**config.mk**
```make
export PLATFORM = sky130hd
export DESIGN_NAME = vwmi_top
export DESIGN_NICKNAME = d
export VERILOG_FILES = /design/src/common/vwmi_pkg.sv /design/src/hw/vwmi_fifo.sv /design/src/hw/vwmi_top.sv
export VERILOG_INCLUDE_DIRS = /design/src /design/src/common
export SDC_FILE = /design/constraint.sdc
export NUM_CORES = 1
export LEC_CHECK = 0
export ABC_AREA = 1
export BUFFER_PORTS_ARGS = -buffer_cell sky130_fd_sc_hd__buf_2
export CELL_PAD_IN_SITES_DETAIL_PLACEMENT = 0
export CELL_PAD_IN_SITES_GLOBAL_PLACEMENT = 2
export CORE_MARGIN = 2
export CORE_UTILIZATION = 41
export DETAILED_ROUTE_END_ITERATION = 8
export PLACE_DENSITY_LB_ADDON = 0.1
export SLEW_MARGIN = 40
export SYNTH_ARGS = -nofsm -noshare
export SYNTH_HDL_FRONTEND = slang
export SYNTH_SLANG_ARGS = --single-unit
```
**constraint.sdc**
```tcl
create_clock -name ref_clk -period 11.7 [get_ports ref_clk]
set_input_delay 0.585 -clock ref_clk [delete_from_list [all_inputs] [get_ports ref_clk]]
set_output_delay 0.585 -clock ref_clk [all_outputs]
set_load 0.05 [all_outputs]
```
**src/common/vwmi_regs.svh**
```systemverilog
// register offsets, field positions, reset values and codes of the memory interface
`ifndef VWMI_REGS_SVH
`define VWMI_REGS_SVH

// ==========================================
// offsets (byte addresses)
`define VWMI_OFF_STATUS 12'h000
`define VWMI_OFF_BANK_A 12'h004
`define VWMI_OFF_BANK_B 12'h008
`define VWMI_OFF_SPLIT 12'h00c
`define VWMI_OFF_ENGINE 12'h010

// ==========================================
// processor_status fields
`define VWMI_ST_FETCH_W_BIT 15
`define VWMI_ST_TRIG_BIT 14
`define VWMI_ST_RESET 32'h0000_0000
`define VWMI_ST_RW_MASK 32'h0000_7fff

// ==========================================
// bank control: [1:0] item size, [3:2] memory width, [7:4] wait states
`define VWMI_CFG_RST_W16 8'h06
`define VWMI_CFG_RST_W32 8'h0a
`define VWMI_SPLIT_RESET 24'h80_0000
`define VWMI_ENG_CNT_LSB 4

// ==========================================
// size and width codes (log2 of bytes)
`define VWMI_W8 2'h0
`define VWMI_W16 2'h1
`define VWMI_W32 2'h2

`endif

```
**src/common/vwmi_pkg.sv**
```systemverilog
// types shared by the variable width memory interface
package vwmi_pkg;

  // ==========================================
  // engine states
  typedef enum logic [2:0] {
    ST_IDLE = 3'b001,
    ST_BEAT = 3'b010,
    ST_PUSH = 3'b100
  } vwmi_state_t;

  // ==========================================
  // request from the core side; addr is a byte address
  typedef struct packed {
    logic write;
    logic fetch;
    logic [25:0] addr;
    logic [31:0] wdata;
  } vwmi_req_t;

  // ==========================================
  // per bank control register
  typedef struct packed {
    logic [3:0] wait_states;
    logic [1:0] mem_width;
    logic [1:0] item_size;
  } vwmi_bank_cfg_t;

  // ==========================================
  // one beat on the memory pins
  typedef struct packed {
    logic [23:0] addr;
    logic [3:0] aux_n;
    logic [31:0] dout;
    logic we_n;
    logic dout_en_n;
    logic bank_b;
  } vwmi_pins_t;

endpackage : vwmi_pkg

```
**src/hw/vwmi_fifo.sv**
```systemverilog
// read data fifo of the memory interface
`timescale 1ns/1ps
`default_nettype none

module vwmi_fifo #(
  parameter int WIDTH = 32,
  parameter int DEPTH = 16
) (
  // clock and reset
  input wire logic ref_clk,
  input wire logic rst,
  // fill side
  input wire logic in_valid,
  input wire logic [WIDTH-1:0] in_data,
  output logic in_ready,
  // drain side
  output logic out_valid,
  output logic [WIDTH-1:0] out_data,
  input wire logic out_ready,
  // fill level
  output logic [$clog2(DEPTH):0] count
);
  localparam int PW = $clog2(DEPTH);

  logic [WIDTH-1:0] mem [DEPTH];
  logic [PW-1:0] wr_reg, wr_next, rd_reg, rd_next;
  logic [PW:0] cnt_reg, cnt_next;
  logic push, pop;

  assign in_ready = (cnt_reg != (PW+1)'(DEPTH));
  assign out_valid = (cnt_reg != '0);
  assign out_data = mem[rd_reg];
  assign count = cnt_reg;
  assign push = in_valid && in_ready;
  assign pop = out_valid && out_ready;

  // ==========================================
  // pointers
  always_comb begin
    wr_next = wr_reg;
    rd_next = rd_reg;
    cnt_next = cnt_reg;
    if (push) begin
      wr_next = (wr_reg == PW'(DEPTH - 1)) ? '0 : wr_reg + PW'(1);
    end
    if (pop) begin
      rd_next = (rd_reg == PW'(DEPTH - 1)) ? '0 : rd_reg + PW'(1);
    end
    if (push && !pop) begin
      cnt_next = cnt_reg + (PW+1)'(1);
    end else if (pop && !push) begin
      cnt_next = cnt_reg - (PW+1)'(1);
    end
  end

  always_ff @(posedge ref_clk) begin
    if (rst) begin
      wr_reg <= '0;
      rd_reg <= '0;
      cnt_reg <= '0;
    end else begin
      wr_reg <= wr_next;
      rd_reg <= rd_next;
      cnt_reg <= cnt_next;
    end
  end

  always_ff @(posedge ref_clk) begin
    if (push) begin
      mem[wr_reg] <= in_data;
    end
  end

endmodule : vwmi_fifo

`default_nettype wire

```
**src/hw/vwmi_top.sv**
```systemverilog
// variable width external memory interface with apb control registers
//
// Design decisions made here: register access over APB and the placing of the registers.
`timescale 1ns/1ps
`default_nettype none

`include "vwmi_regs.svh"

module vwmi_top #(
  parameter int FIFO_DEPTH = 16
) (
  // clock and reset
  input wire logic ref_clk,
  input wire logic rst,
  // apb slave
  input wire logic [11:0] paddr,
  input wire logic psel,
  input wire logic penable,
  input wire logic pwrite,
  input wire logic [31:0] pwdata,
  output logic [31:0] prdata,
  output logic pready,
  output logic pslverr,
  // strap
  input wire logic program_width_select,
  // core request
  input wire logic req_valid,
  input wire vwmi_pkg::vwmi_req_t req,
  output logic req_ready,
  // read data
  output logic resp_valid,
  output logic [31:0] resp_data,
  input wire logic resp_ready,
  // memory pins
  output logic [23:0] mem_addr,
  output logic [31:0] mem_dout,
  output logic mem_dout_en_n,
  input wire logic [31:0] mem_din,
  output logic mem_we_n,
  output logic [3:0] bank_a_strobe_n,
  output logic [3:0] bank_b_strobe_n
);
  localparam int CW = $clog2(FIFO_DEPTH) + 1;

  // ==========================================
  // register state
  logic [31:0] status_reg, status_next;
  vwmi_pkg::vwmi_bank_cfg_t cfg_a_reg, cfg_a_next, cfg_b_reg, cfg_b_next;
  logic [23:0] split_reg, split_next;
  vwmi_pkg::vwmi_state_t st_reg, st_next;
  vwmi_pkg::vwmi_req_t req_reg, req_next;
  logic [1:0] beat_reg, beat_next;
  logic [3:0] wait_reg, wait_next;
  logic [31:0] rd_reg, rd_next;
  vwmi_pkg::vwmi_pins_t pins_reg, pins_next;

  logic fifo_in_ready;
  logic [CW-1:0] fifo_count;
  logic apb_wr, apb_rd;

  // ==========================================
  // decode helpers
  function automatic logic hits_bank_b(input logic [25:0] a, input logic [23:0] split);
    hits_bank_b = (a[25:2] >= split);
  endfunction : hits_bank_b

  function automatic logic [1:0] legal(input logic [1:0] c);
    legal = (c == 2'h3) ? `VWMI_W32 : c;
  endfunction : legal

  function automatic logic [1:0] eff_size(input vwmi_pkg::vwmi_req_t r,
                                          input vwmi_pkg::vwmi_bank_cfg_t c);
    eff_size = r.fetch ? `VWMI_W32 : legal(c.item_size);
  endfunction : eff_size

  function automatic logic [1:0] eff_width(input vwmi_pkg::vwmi_req_t r,
                                           input vwmi_pkg::vwmi_bank_cfg_t c,
                                           input logic pw16);
    if (r.fetch) begin
      eff_width = pw16 ? `VWMI_W16 : `VWMI_W32;
    end else begin
      eff_width = legal(c.mem_width);
    end
  endfunction : eff_width

  // last beat index: 0, 1 or 3
  function automatic logic [1:0] last_beat(input logic [1:0] s, input logic [1:0] w);
    logic [1:0] n;
    n = (s > w) ? s - w : 2'h0;
    last_beat = (n == 2'h2) ? 2'h3 : n;
  endfunction : last_beat

  // byte address of a given beat
  function automatic logic [25:0] beat_addr(input logic [25:0] a, input logic [1:0] b,
                                            input logic [1:0] w);
    beat_addr = a + (26'(b) << w);
  endfunction : beat_addr

  // lane shift in bits for a byte address inside a memory word
  function automatic logic [4:0] lane_sh(input logic [25:0] ba, input logic [1:0] w);
    unique case (w)
      `VWMI_W8: lane_sh = 5'h0;
      `VWMI_W16: lane_sh = {1'b0, ba[0], 3'h0};
      default: lane_sh = {ba[1:0], 3'h0};
    endcase
  endfunction : lane_sh

  function automatic logic [31:0] bits_mask(input logic [1:0] c);
    unique case (c)
      `VWMI_W8: bits_mask = 32'h0000_00ff;
      `VWMI_W16: bits_mask = 32'h0000_ffff;
      default: bits_mask = 32'hffff_ffff;
    endcase
  endfunction : bits_mask

  // pin image of one beat
  function automatic vwmi_pkg::vwmi_pins_t beat_pins(input vwmi_pkg::vwmi_req_t r,
                                                     input logic [1:0] b,
                                                     input vwmi_pkg::vwmi_bank_cfg_t c,
                                                     input logic bb,
                                                     input logic pw16);
    vwmi_pkg::vwmi_pins_t p;
    logic [1:0] s, w;
    logic [25:0] ba;
    logic [5:0] chunk_sh;
    s = eff_size(r, c);
    w = eff_width(r, c, pw16);
    ba = beat_addr(r.addr, b, w);
    // three-bit sum: a 16-bit memory steps by 16, a shift of 4 that two bits would wrap
    chunk_sh = 6'(b) << (3'(w) + 3'h3);
    p.addr = ba[25:2];
    p.bank_b = bb;
    p.we_n = ~(r.write && !r.fetch);
    p.dout_en_n = ~(r.write && !r.fetch);
    p.dout = (r.wdata >> chunk_sh) << lane_sh(ba, w);
    unique case (w)
      `VWMI_W8: p.aux_n = {ba[1:0], 2'b10};
      `VWMI_W16: begin
        p.aux_n = {ba[1], 1'b1, 2'b00};
        if (s == `VWMI_W8) begin
          p.aux_n[1:0] = ba[0] ? 2'b01 : 2'b10;
        end
      end
      default: begin
        unique case (s)
          `VWMI_W8: p.aux_n = ~(4'b0001 << ba[1:0]);
          `VWMI_W16: p.aux_n = ba[1] ? 4'b0011 : 4'b1100;
          default: p.aux_n = 4'b0000;
        endcase
      end
    endcase
    beat_pins = p;
  endfunction : beat_pins

  localparam vwmi_pkg::vwmi_pins_t PINS_IDLE = '{
    addr: 24'h00_0000, aux_n: 4'hf, dout: 32'h0000_0000,
    we_n: 1'b1, dout_en_n: 1'b1, bank_b: 1'b0};

  // ==========================================
  // apb register file
  assign pready = 1'b1;
  assign apb_wr = psel && penable && pwrite;
  assign apb_rd = psel && !pwrite;

  always_comb begin
    status_next = status_reg;
    cfg_a_next = cfg_a_reg;
    cfg_b_next = cfg_b_reg;
    split_next = split_reg;
    if (apb_wr) begin
      unique case (paddr)
        `VWMI_OFF_STATUS: status_next = pwdata & `VWMI_ST_RW_MASK;
        `VWMI_OFF_BANK_A: cfg_a_next = pwdata[7:0];
        `VWMI_OFF_BANK_B: cfg_b_next = pwdata[7:0];
        `VWMI_OFF_SPLIT: split_next = pwdata[23:0];
        default: ;
      endcase
    end
  end

  always_comb begin
    prdata = 32'h0000_0000;
    pslverr = 1'b0;
    if (apb_rd || apb_wr) begin
      unique case (paddr)
        `VWMI_OFF_STATUS: begin
          prdata = status_reg;
          prdata[`VWMI_ST_FETCH_W_BIT] = program_width_select;
        end
        `VWMI_OFF_BANK_A: prdata = {24'h00_0000, cfg_a_reg};
        `VWMI_OFF_BANK_B: prdata = {24'h00_0000, cfg_b_reg};
        `VWMI_OFF_SPLIT: prdata = {8'h00, split_reg};
        `VWMI_OFF_ENGINE: begin
          prdata[0] = (st_reg != vwmi_pkg::ST_IDLE);
          prdata[`VWMI_ENG_CNT_LSB +: CW] = fifo_count;
        end
        default: pslverr = psel && penable;
      endcase
    end
  end

  // sync reset may sample the strap: it is a clocked load, not an async one
  always_ff @(posedge ref_clk) begin
    if (rst) begin
      status_reg <= `VWMI_ST_RESET;
      cfg_a_reg <= program_width_select ? `VWMI_CFG_RST_W16 : `VWMI_CFG_RST_W32;
      cfg_b_reg <= program_width_select ? `VWMI_CFG_RST_W16 : `VWMI_CFG_RST_W32;
      split_reg <= `VWMI_SPLIT_RESET;
    end else begin
      status_reg <= status_next;
      cfg_a_reg <= cfg_a_next;
      cfg_b_reg <= cfg_b_next;
      split_reg <= split_next;
    end
  end

  // ==========================================
  // access engine
  logic in_bank_b, cur_bank_b;
  vwmi_pkg::vwmi_bank_cfg_t in_cfg, cur_cfg;
  logic [1:0] cur_s, cur_w, cur_last;
  logic [25:0] cur_ba;
  logic [31:0] chunk;

  assign in_bank_b = hits_bank_b(req.addr, split_reg);
  assign in_cfg = in_bank_b ? cfg_b_reg : cfg_a_reg;
  assign cur_bank_b = hits_bank_b(req_reg.addr, split_reg);
  assign cur_cfg = cur_bank_b ? cfg_b_reg : cfg_a_reg;
  assign cur_s = eff_size(req_reg, cur_cfg);
  assign cur_w = eff_width(req_reg, cur_cfg, program_width_select);
  assign cur_last = last_beat(cur_s, cur_w);
  assign cur_ba = beat_addr(req_reg.addr, beat_reg, cur_w);
  // narrower of item and memory decides how many bits a beat brings
  assign chunk = ((mem_din >> lane_sh(cur_ba, cur_w)) &
                  bits_mask((cur_s < cur_w) ? cur_s : cur_w))
                 << (6'(beat_reg) << (3'(cur_w) + 3'h3));

  // a read is only taken when the fifo can hold its answer, except a fetch that also has write set
  assign req_ready = (st_reg == vwmi_pkg::ST_IDLE) && (req.write || fifo_in_ready);

  always_comb begin
    st_next = st_reg;
    req_next = req_reg;
    beat_next = beat_reg;
    wait_next = wait_reg;
    rd_next = rd_reg;
    pins_next = PINS_IDLE;
    unique case (st_reg)
      vwmi_pkg::ST_IDLE: begin
        if (req_valid && req_ready) begin
          req_next = req;
          beat_next = 2'h0;
          wait_next = in_cfg.wait_states;
          rd_next = 32'h0000_0000;
          st_next = vwmi_pkg::ST_BEAT;
          pins_next = beat_pins(req, 2'h0, in_cfg, in_bank_b, program_width_select);
        end
      end
      vwmi_pkg::ST_BEAT: begin
        pins_next = pins_reg;
        if (wait_reg != 4'h0) begin
          wait_next = wait_reg - 4'h1;
        end else begin
          rd_next = rd_reg | chunk;
          if (beat_reg == cur_last) begin
            pins_next = PINS_IDLE;
            st_next = (req_reg.write && !req_reg.fetch) ? vwmi_pkg::ST_IDLE
                                                        : vwmi_pkg::ST_PUSH;
          end else begin
            beat_next = beat_reg + 2'h1;
            wait_next = cur_cfg.wait_states;
            pins_next = beat_pins(req_reg, beat_reg + 2'h1, cur_cfg, cur_bank_b,
                                  program_width_select);
          end
        end
      end
      vwmi_pkg::ST_PUSH: begin
        if (fifo_in_ready) begin
          st_next = vwmi_pkg::ST_IDLE;
        end
      end
    endcase
  end

  always_ff @(posedge ref_clk) begin
    if (rst) begin
      st_reg <= vwmi_pkg::ST_IDLE;
      req_reg <= '0;
      beat_reg <= 2'h0;
      wait_reg <= 4'h0;
      rd_reg <= 32'h0000_0000;
      pins_reg <= PINS_IDLE;
    end else begin
      st_reg <= st_next;
      req_reg <= req_next;
      beat_reg <= beat_next;
      wait_reg <= wait_next;
      rd_reg <= rd_next;
      pins_reg <= pins_next;
    end
  end

  // ==========================================
  // pins
  assign mem_addr = pins_reg.addr;
  assign mem_dout = pins_reg.dout;
  assign mem_dout_en_n = pins_reg.dout_en_n;
  assign mem_we_n = pins_reg.we_n;
  assign bank_a_strobe_n = pins_reg.bank_b ? 4'hf : pins_reg.aux_n;
  assign bank_b_strobe_n = pins_reg.bank_b ? pins_reg.aux_n : 4'hf;

  // ==========================================
  // read data fifo
  vwmi_fifo #(
    .WIDTH(32),
    .DEPTH(FIFO_DEPTH)
  ) u_fifo (
    .ref_clk(ref_clk),
    .rst(rst),
    .in_valid(st_reg == vwmi_pkg::ST_PUSH),
    .in_data(rd_reg),
    .in_ready(fifo_in_ready),
    .out_valid(resp_valid),
    .out_data(resp_data),
    .out_ready(resp_ready),
    .count(fifo_count)
  );

endmodule : vwmi_top

`default_nettype wire

```
==> metrics, run 1 <==
status=finished clean; Final Skew=0.0508 ns; ANT nets after route=0; synth top area cells=edfxtp_1 (43%), dfxtp_1 (12%), nand2_1 (8.0%); Reg clk slew, reported paths=0.06 ns; first-iteration detailed-routing DRC count=1980; CP Launch Point=split_reg[7]; VDD IR max=0.150 mV; crit path DAT=6.33 ns; port bufs=260; crit-path max cell delay=0.42 ns; die area=92900 um^2; post-synthesis cell count=4049; final wirelength=115 mm; hold path start=pwdata[23]; final net count=4386; layout cells sized above 1=12.4%; ys flop type=edfxtp_1; max_slew headroom=45.4%; Setup crit end kind=flip-flop; Avg Cell Area, Syn=9.16 um^2; cell mode on critical path=nand2_1; maximum clock path buffer count=3; Setup Viol. Count Final=0; multi-input logic area=14000 um^2; DIE WIDTH=305 um; quantity of gates resized following cts=0; Seq cells post-synth=747; CTS tree=yes; yosys warns=0; clock sink total=747; detailed-route wire length per cell=21.2 um; CP required=12.27 ns; Slowest cell on crit path=dfxtp_1; RSZ-0062 raised after global routing=false; clk_lat worst skew=0.64 ns; cts hold-fix bufs=0; vias in the first global route=27200; GR Overflow Total=0; Final Hold Vio Count=0; first-pass GRT wire length=172 mm; commonest non-fill, non-tap cell in the layout=nand2_1; setup tns final=0 ns; I/O pins=278; P&R area growth vs syn=12.9%; Max Cap Viol=0; initial core utilization=41.3%; Tot GR Track Use=24.2%; reg2reg start=split_reg[7]; fin crit share=49.3%; routed vias=28800; post-CTS setup buffer count=0; Leakage=16.2 nW; Chip Height=305 um; clock root buffer=clkbuf_16; Slew Viols, Final=0; crit path time final=5.77 ns; Hold/Removal Path Class=input port to flip-flop; FMAX=0.173 GHz; Unique masters post-synth=61; highest-count cells in the layout ignoring fill and taps=nand2_1 (788), edfxtp_1 (528), inv_1 (407); Placed Area=39100 um^2; Crit Path Max Fanout=17; max FFs per register=512; Pwr per Cell Area=234 nW/um^2; ys async rst share=0%; # DRC=0; Cell Area, Synth=37100 um^2; Setup Crit Path Kind=flip-flop to flip-flop; vias per cell=5.31; Storage cell area=20300 um^2; core area=89900 um^2; Pre-antenna DRT Iters=5; post-synthesis sequential area ratio=54.6%; Yosys top cell area share=42.8%; Worst Tran Pin Value=0.817 ns; largest area contributor in the netlist=edfxtp_1; largest net degree at the start of global routing=89; CP Launch Type=flip-flop; number of buffers created by CTS=84; EDFF count, synth=528; Final GP Congestion=0.824; Row Count=110; fin area=41900 um^2; fillers=8821; post-DP HPWL=74.9 mm; H-tree depth=3; initial antenna violation count=5
-- routing by layer --
layer / vias to the layer above / GRT usage, % / share of wire, %
met5: - / 0 / 0.011
met4: 2 / 6.46 / 2.3
met3: 142 / 2.39 / 3.7
met2: 597 / 41.6 / 49
met1: 13800 / 32.5 / 45
li1: 14200 / - / -
-- stage by stage --
stage / power, W / utilization, % / hold WS (ns) / cells / setup WS [ns]
after floorplan: 0.00613 / - / 0.430 / 4057 / 7.16
after detailed placement: 0.00724 / 43.5 / 0.447 / 5260 / 5.89
after global routing: 0.0104 / 46.6 / 0.164 / 5413 / 5.29
after CTS: 0.00989 / 46.6 / 0.121 / 5412 / 5.87
after global placement: 0.00723 / 43.4 / 0.446 / 5259 / 5.79
final: 0.00981 / 46.6 / 0.156 / 5414 / 5.93
-- critical path, delay by kind of cell (launching register included) --
family	cells	cell delay, ns
DFF	1	0.42
AOI/OAI and AO/OA	4	0.80
buffers and inverters	2	0.17
adders and majority gates	3	0.93
and+or+nand+nor	26	3.39
-- final timing paths --
kind	to	slack, ns	cells past startpoint
hold / removal	split_reg[23]	0.16	3
setup / recovery	mem_addr[20]	5.93	35
setup reg to reg	mem_addr[20]	5.93	35
hold reg to reg	status_reg[7]	0.46	2
-- Yosys cell counts (29+ instances only) --
library cell	number
buf_4	70
edfxtp_1	528
nor2_1	159
mux2i_1	135
nand3_1	366
o211ai_1	138
clkbuf_1	156
ha_1	69
o21ai_0	307
buf_2	29
a21oi_1	395
nand2_1	789
inv_1	412
dfxtp_1	219
-- logic make-up (layout without fill, tap and decap cells) --
| kind of cell | count (synthesis) | after routing | synth area share, % |
|---|---|---|---|
| xor gates and xnor gates | 12 | 12 | 0.283 |
| adders and majority gates | 72 | 72 | 2.49 |
| muxes | 135 | 135 | 3.64 |
| AOI/OAI and AO/OA | 952 | 952 | 14.4 |
| and+or+nand+nor | 1410 | 1410 | 16.4 |
| buffers and inverters | 719 | 898 | 8.20 |
| other | 2 | 12 | 0.0203 |
| DFF | 747 | 747 | 54.6 |
-- cell type report --
cell class / count / share of cell area (%)
clock buffer: 120 / 5.63
multi-input combinational: 2591 / 33.4
inverter: 431 / 3.89
tap: 1176 / 3.52
sequential: 747 / 48.4
clock inverter: 32 / 0.986
timing repair buffer: 315 / 4.17
antenna: 2 / 0.0120
-- where the power goes --
part	total (W)	switching (W)	internal, W
Combinational	0.00372	0.00268	0.00104
Sequential	0.00345	0.000300	0.00315
Clock	0.00264	0.00109	0.00154
Total	0.00981	0.00408	0.00573
No activity file was read; power rests on OpenSTA's default activity.
==> run 2, diff against run 1 <==
--- a/config.mk
+++ b/config.mk
@@ -11,7 +11,7 @@
 export CELL_PAD_IN_SITES_DETAIL_PLACEMENT = 0
 export CELL_PAD_IN_SITES_GLOBAL_PLACEMENT = 2
 export CORE_MARGIN = 2
-export CORE_UTILIZATION = 41
+export CORE_UTILIZATION = 38
 export DETAILED_ROUTE_END_ITERATION = 8
 export PLACE_DENSITY_LB_ADDON = 0.1
 export SLEW_MARGIN = 40
==> constraint.sdc (replaced) <==
create_clock -name ref_clk -period 5.43 [get_ports ref_clk]
set_input_delay 0.2715 -clock ref_clk [delete_from_list [all_inputs] [get_ports ref_clk]]
set_output_delay 0.2715 -clock ref_clk [all_outputs]
set_load 0.05 [all_outputs]
==> run 2 against run 1 <==
Effect of this change:
- die area up 7.8%
- sequential cell count unchanged
- first-iteration DRC count up 11%
- non-clock buffer count up 116
- cell area up 3.8%
- routed wire length up 4.0%
- largest power group unchanged
- maximum frequency up 17%
- critical path depth up 2
==> metrics, run 2 (synthesis gave the netlist of run 1 again) <==
largest net degree at the start of global routing=142 (+60%); port bufs=260 (unchanged); Tot GR Track Use=23.5% (-0.64 points); detailed-route wire length per cell=21.2 um (about the same); vias in the first global route=28100 (+3.2%); I/O pins=278 (unchanged); Final Hold Vio Count=0 (unchanged); VDD IR max=0.324 mV (+120%); DIE WIDTH=316 um (+3.8%); clock sink total=747 (unchanged); maximum clock path buffer count=3 (unchanged); # DRC=0 (unchanged); FMAX=0.203 GHz (+17%); max FFs per register=512 (unchanged); Hold Path Cell Cnt=3 (unchanged); Final Skew=0.0501 ns (-0.000702 ns); Reg clk slew, reported paths=0.06 ns (about the same); CTS tree=yes; core area=96700 um^2 (+7.6%); clk_lat worst skew=0.68 ns (+0.04 ns); Setup Viol. Count Final=0 (unchanged); crit path DAT=5.48 ns (-0.85 ns); final wirelength=120 mm (+4.0%); RR Endpoint=mem_addr[20]; highest-count cells in the layout ignoring fill and taps=nand2_1 (786), edfxtp_1 (528), inv_1 (408); FF-to-FF path depth=37 (+5.7%); crit path buf inv count=3 (+1); setup tns final=0 ns (unchanged); Leakage=16.9 nW (+4.3%); Pre-antenna DRT Iters=6 (+1); Slowest cell on crit path=fa_1; Pwr Total=0.0219 W (+120%); Setup crit end kind=flip-flop; non-filler cells in the finished layout=5637 (+4.1%); Core Util, Final=44.9% (-1.6 points); cell mode on critical path=nand2_1; worst setup margin=0.505 ns (-5.43 ns); final net count=4505 (+2.7%); R2R Setup Slk=0.50 ns (-5.43 ns); crit path time final=4.93 ns (-0.845 ns); Setup Crit Path Kind=flip-flop to flip-flop; DP Worst Slack=0.146 ns (-5.75 ns); fin crit share=90.7% (+41 points); clock root buffer=clkbuf_16; # diodes=0 (-2); cell family with most CP delay=simple AND/OR/NAND/NOR gates; number of buffers created by CTS=87 (+3.6%); H-tree depth=3 (unchanged); Worst Tran Pin Value=0.823 ns (+0.00579 ns); initial antenna violation count=2 (-3); Row Count=114 (+3.6%); ANT nets after route=0 (unchanged); CP Launch Type=flip-flop; status=finished clean; Chip Height=316 um (+3.8%); Crit Path Max Fanout=4 (-13); post-DP HPWL=79.9 mm (+6.6%); Hold/Removal Path Class=input port to flip-flop; GR Overflow Total=0 (unchanged); hold path start=req[55]; initial core utilization=38.3% (-2.9 points); max_slew headroom=45.0% (-0.46 points); Pwr per Cell Area=504 nW/um^2 (+120%); reg2reg start=split_reg[15]; Final GP Congestion=0.857 (+4.0%); Max Cap Viol=0 (unchanged); die area=100000 um^2 (+7.8%); layout cells sized above 1=13.5% (+1.1 points); vias per cell=5.19 (-2.2%); fillers=9464 (+7.3%); commonest non-fill, non-tap cell in the layout=nand2_1; routed vias=29300 (+1.8%); crit-path max cell delay=0.40 ns (-0.02 ns); Hold EP=req_reg[55]; Slew Viols, Final=0 (unchanged); first-iteration detailed-routing DRC count=2200 (+11%); critical path depth in cells=37 (+5.7%); CP required=5.99 ns (-6.28 ns); Placed Cells=5394 (+2.5%); P&R area growth vs syn=17.2%; first-pass GRT wire length=178 mm (+3.5%)
## run 2: cell count changes in the layout (fill, tap and decap cells not counted), moves of 3 or more
cell,previous run,this run
buf_12,1,6
buf_4,51,83
bufinv_16,6,13
clkbuf_1,24,14
clkbuf_16,84,90
clkbuf_8,12,9
clkinv_1,16,21
clkinv_2,13,17
dlygate4sd3_1,0,78
nor2_1,139,135
nor2_2,6,10
## run 2: metrics by stage
step / hold slack (ns) / instance area [um^2]
global placement: 0.449 / 39500
detailed placement: 0.449 / 39500
CTS: 0.00836 / 43400
global route: 0.0108 / 43500
floorplan: 0.402 / 37100
finish: 0.0315 / 43500
## run 2: worst max-delay path by stage
stage	from	endpoint
2_1_floorplan	split_reg[7]	mem_addr[20]
3_3_place_gp	split_reg[17]	mem_addr[20]
3_5_place_dp	split_reg[15]	mem_addr[20]
4_1_cts	split_reg[15]	mem_addr[20]
5_1_grt	split_reg[7]	mem_addr[20]
6_report	split_reg[15]	mem_addr[20]
## run 2: cell type report
| type | count | area (um^2) | area share [%] |
|---|---|---|---|
| timing repair buffer | 431 | 2910 | 6.70 |
| inverter | 431 | 1630 | 3.74 |
| sequential | 747 | 20300 | 46.6 |
| clock buffer | 113 | 2430 | 5.59 |
| clock inverter | 48 | 619 | 1.42 |
| tap | 1276 | 1600 | 3.67 |
| multi-input combinational | 2591 | 14000 | 32.3 |
## run 2: where the power goes
| part | total (W) | internal, W | switching [W] |
|---|---|---|---|
| registers | 0.00742 | 0.00679 | 0.000624 |
| logic | 0.00832 | 0.00238 | 0.00594 |
| clock network | 0.00619 | 0.00378 | 0.00241 |
| total | 0.0219 | 0.0129 | 0.00897 |
## run 2: what timing repair did
action,in CTS,in global routing
resized for setup,0,18
buffers inserted,0,4
hold buffers,78,0
endpoints found under the setup margin,0,9
endpoints found under the hold margin,98,0
## run 2: tightest hold or removal path, stage by stage
cell and delay (ns):
buf_2 0.12, nand2_1 0.15, a21oi_1 0.08
## run 2: routing by layer
metal  vias to the layer above  global-route usage [%]  share of wire, %
met2                       645                    39.9                49
met5                         -                       0             0.016
met1                     14000                    31.3                44
met4                         2                    7.53               2.9
li1                      14400                       -                 -
met3                       181                    2.84               3.8
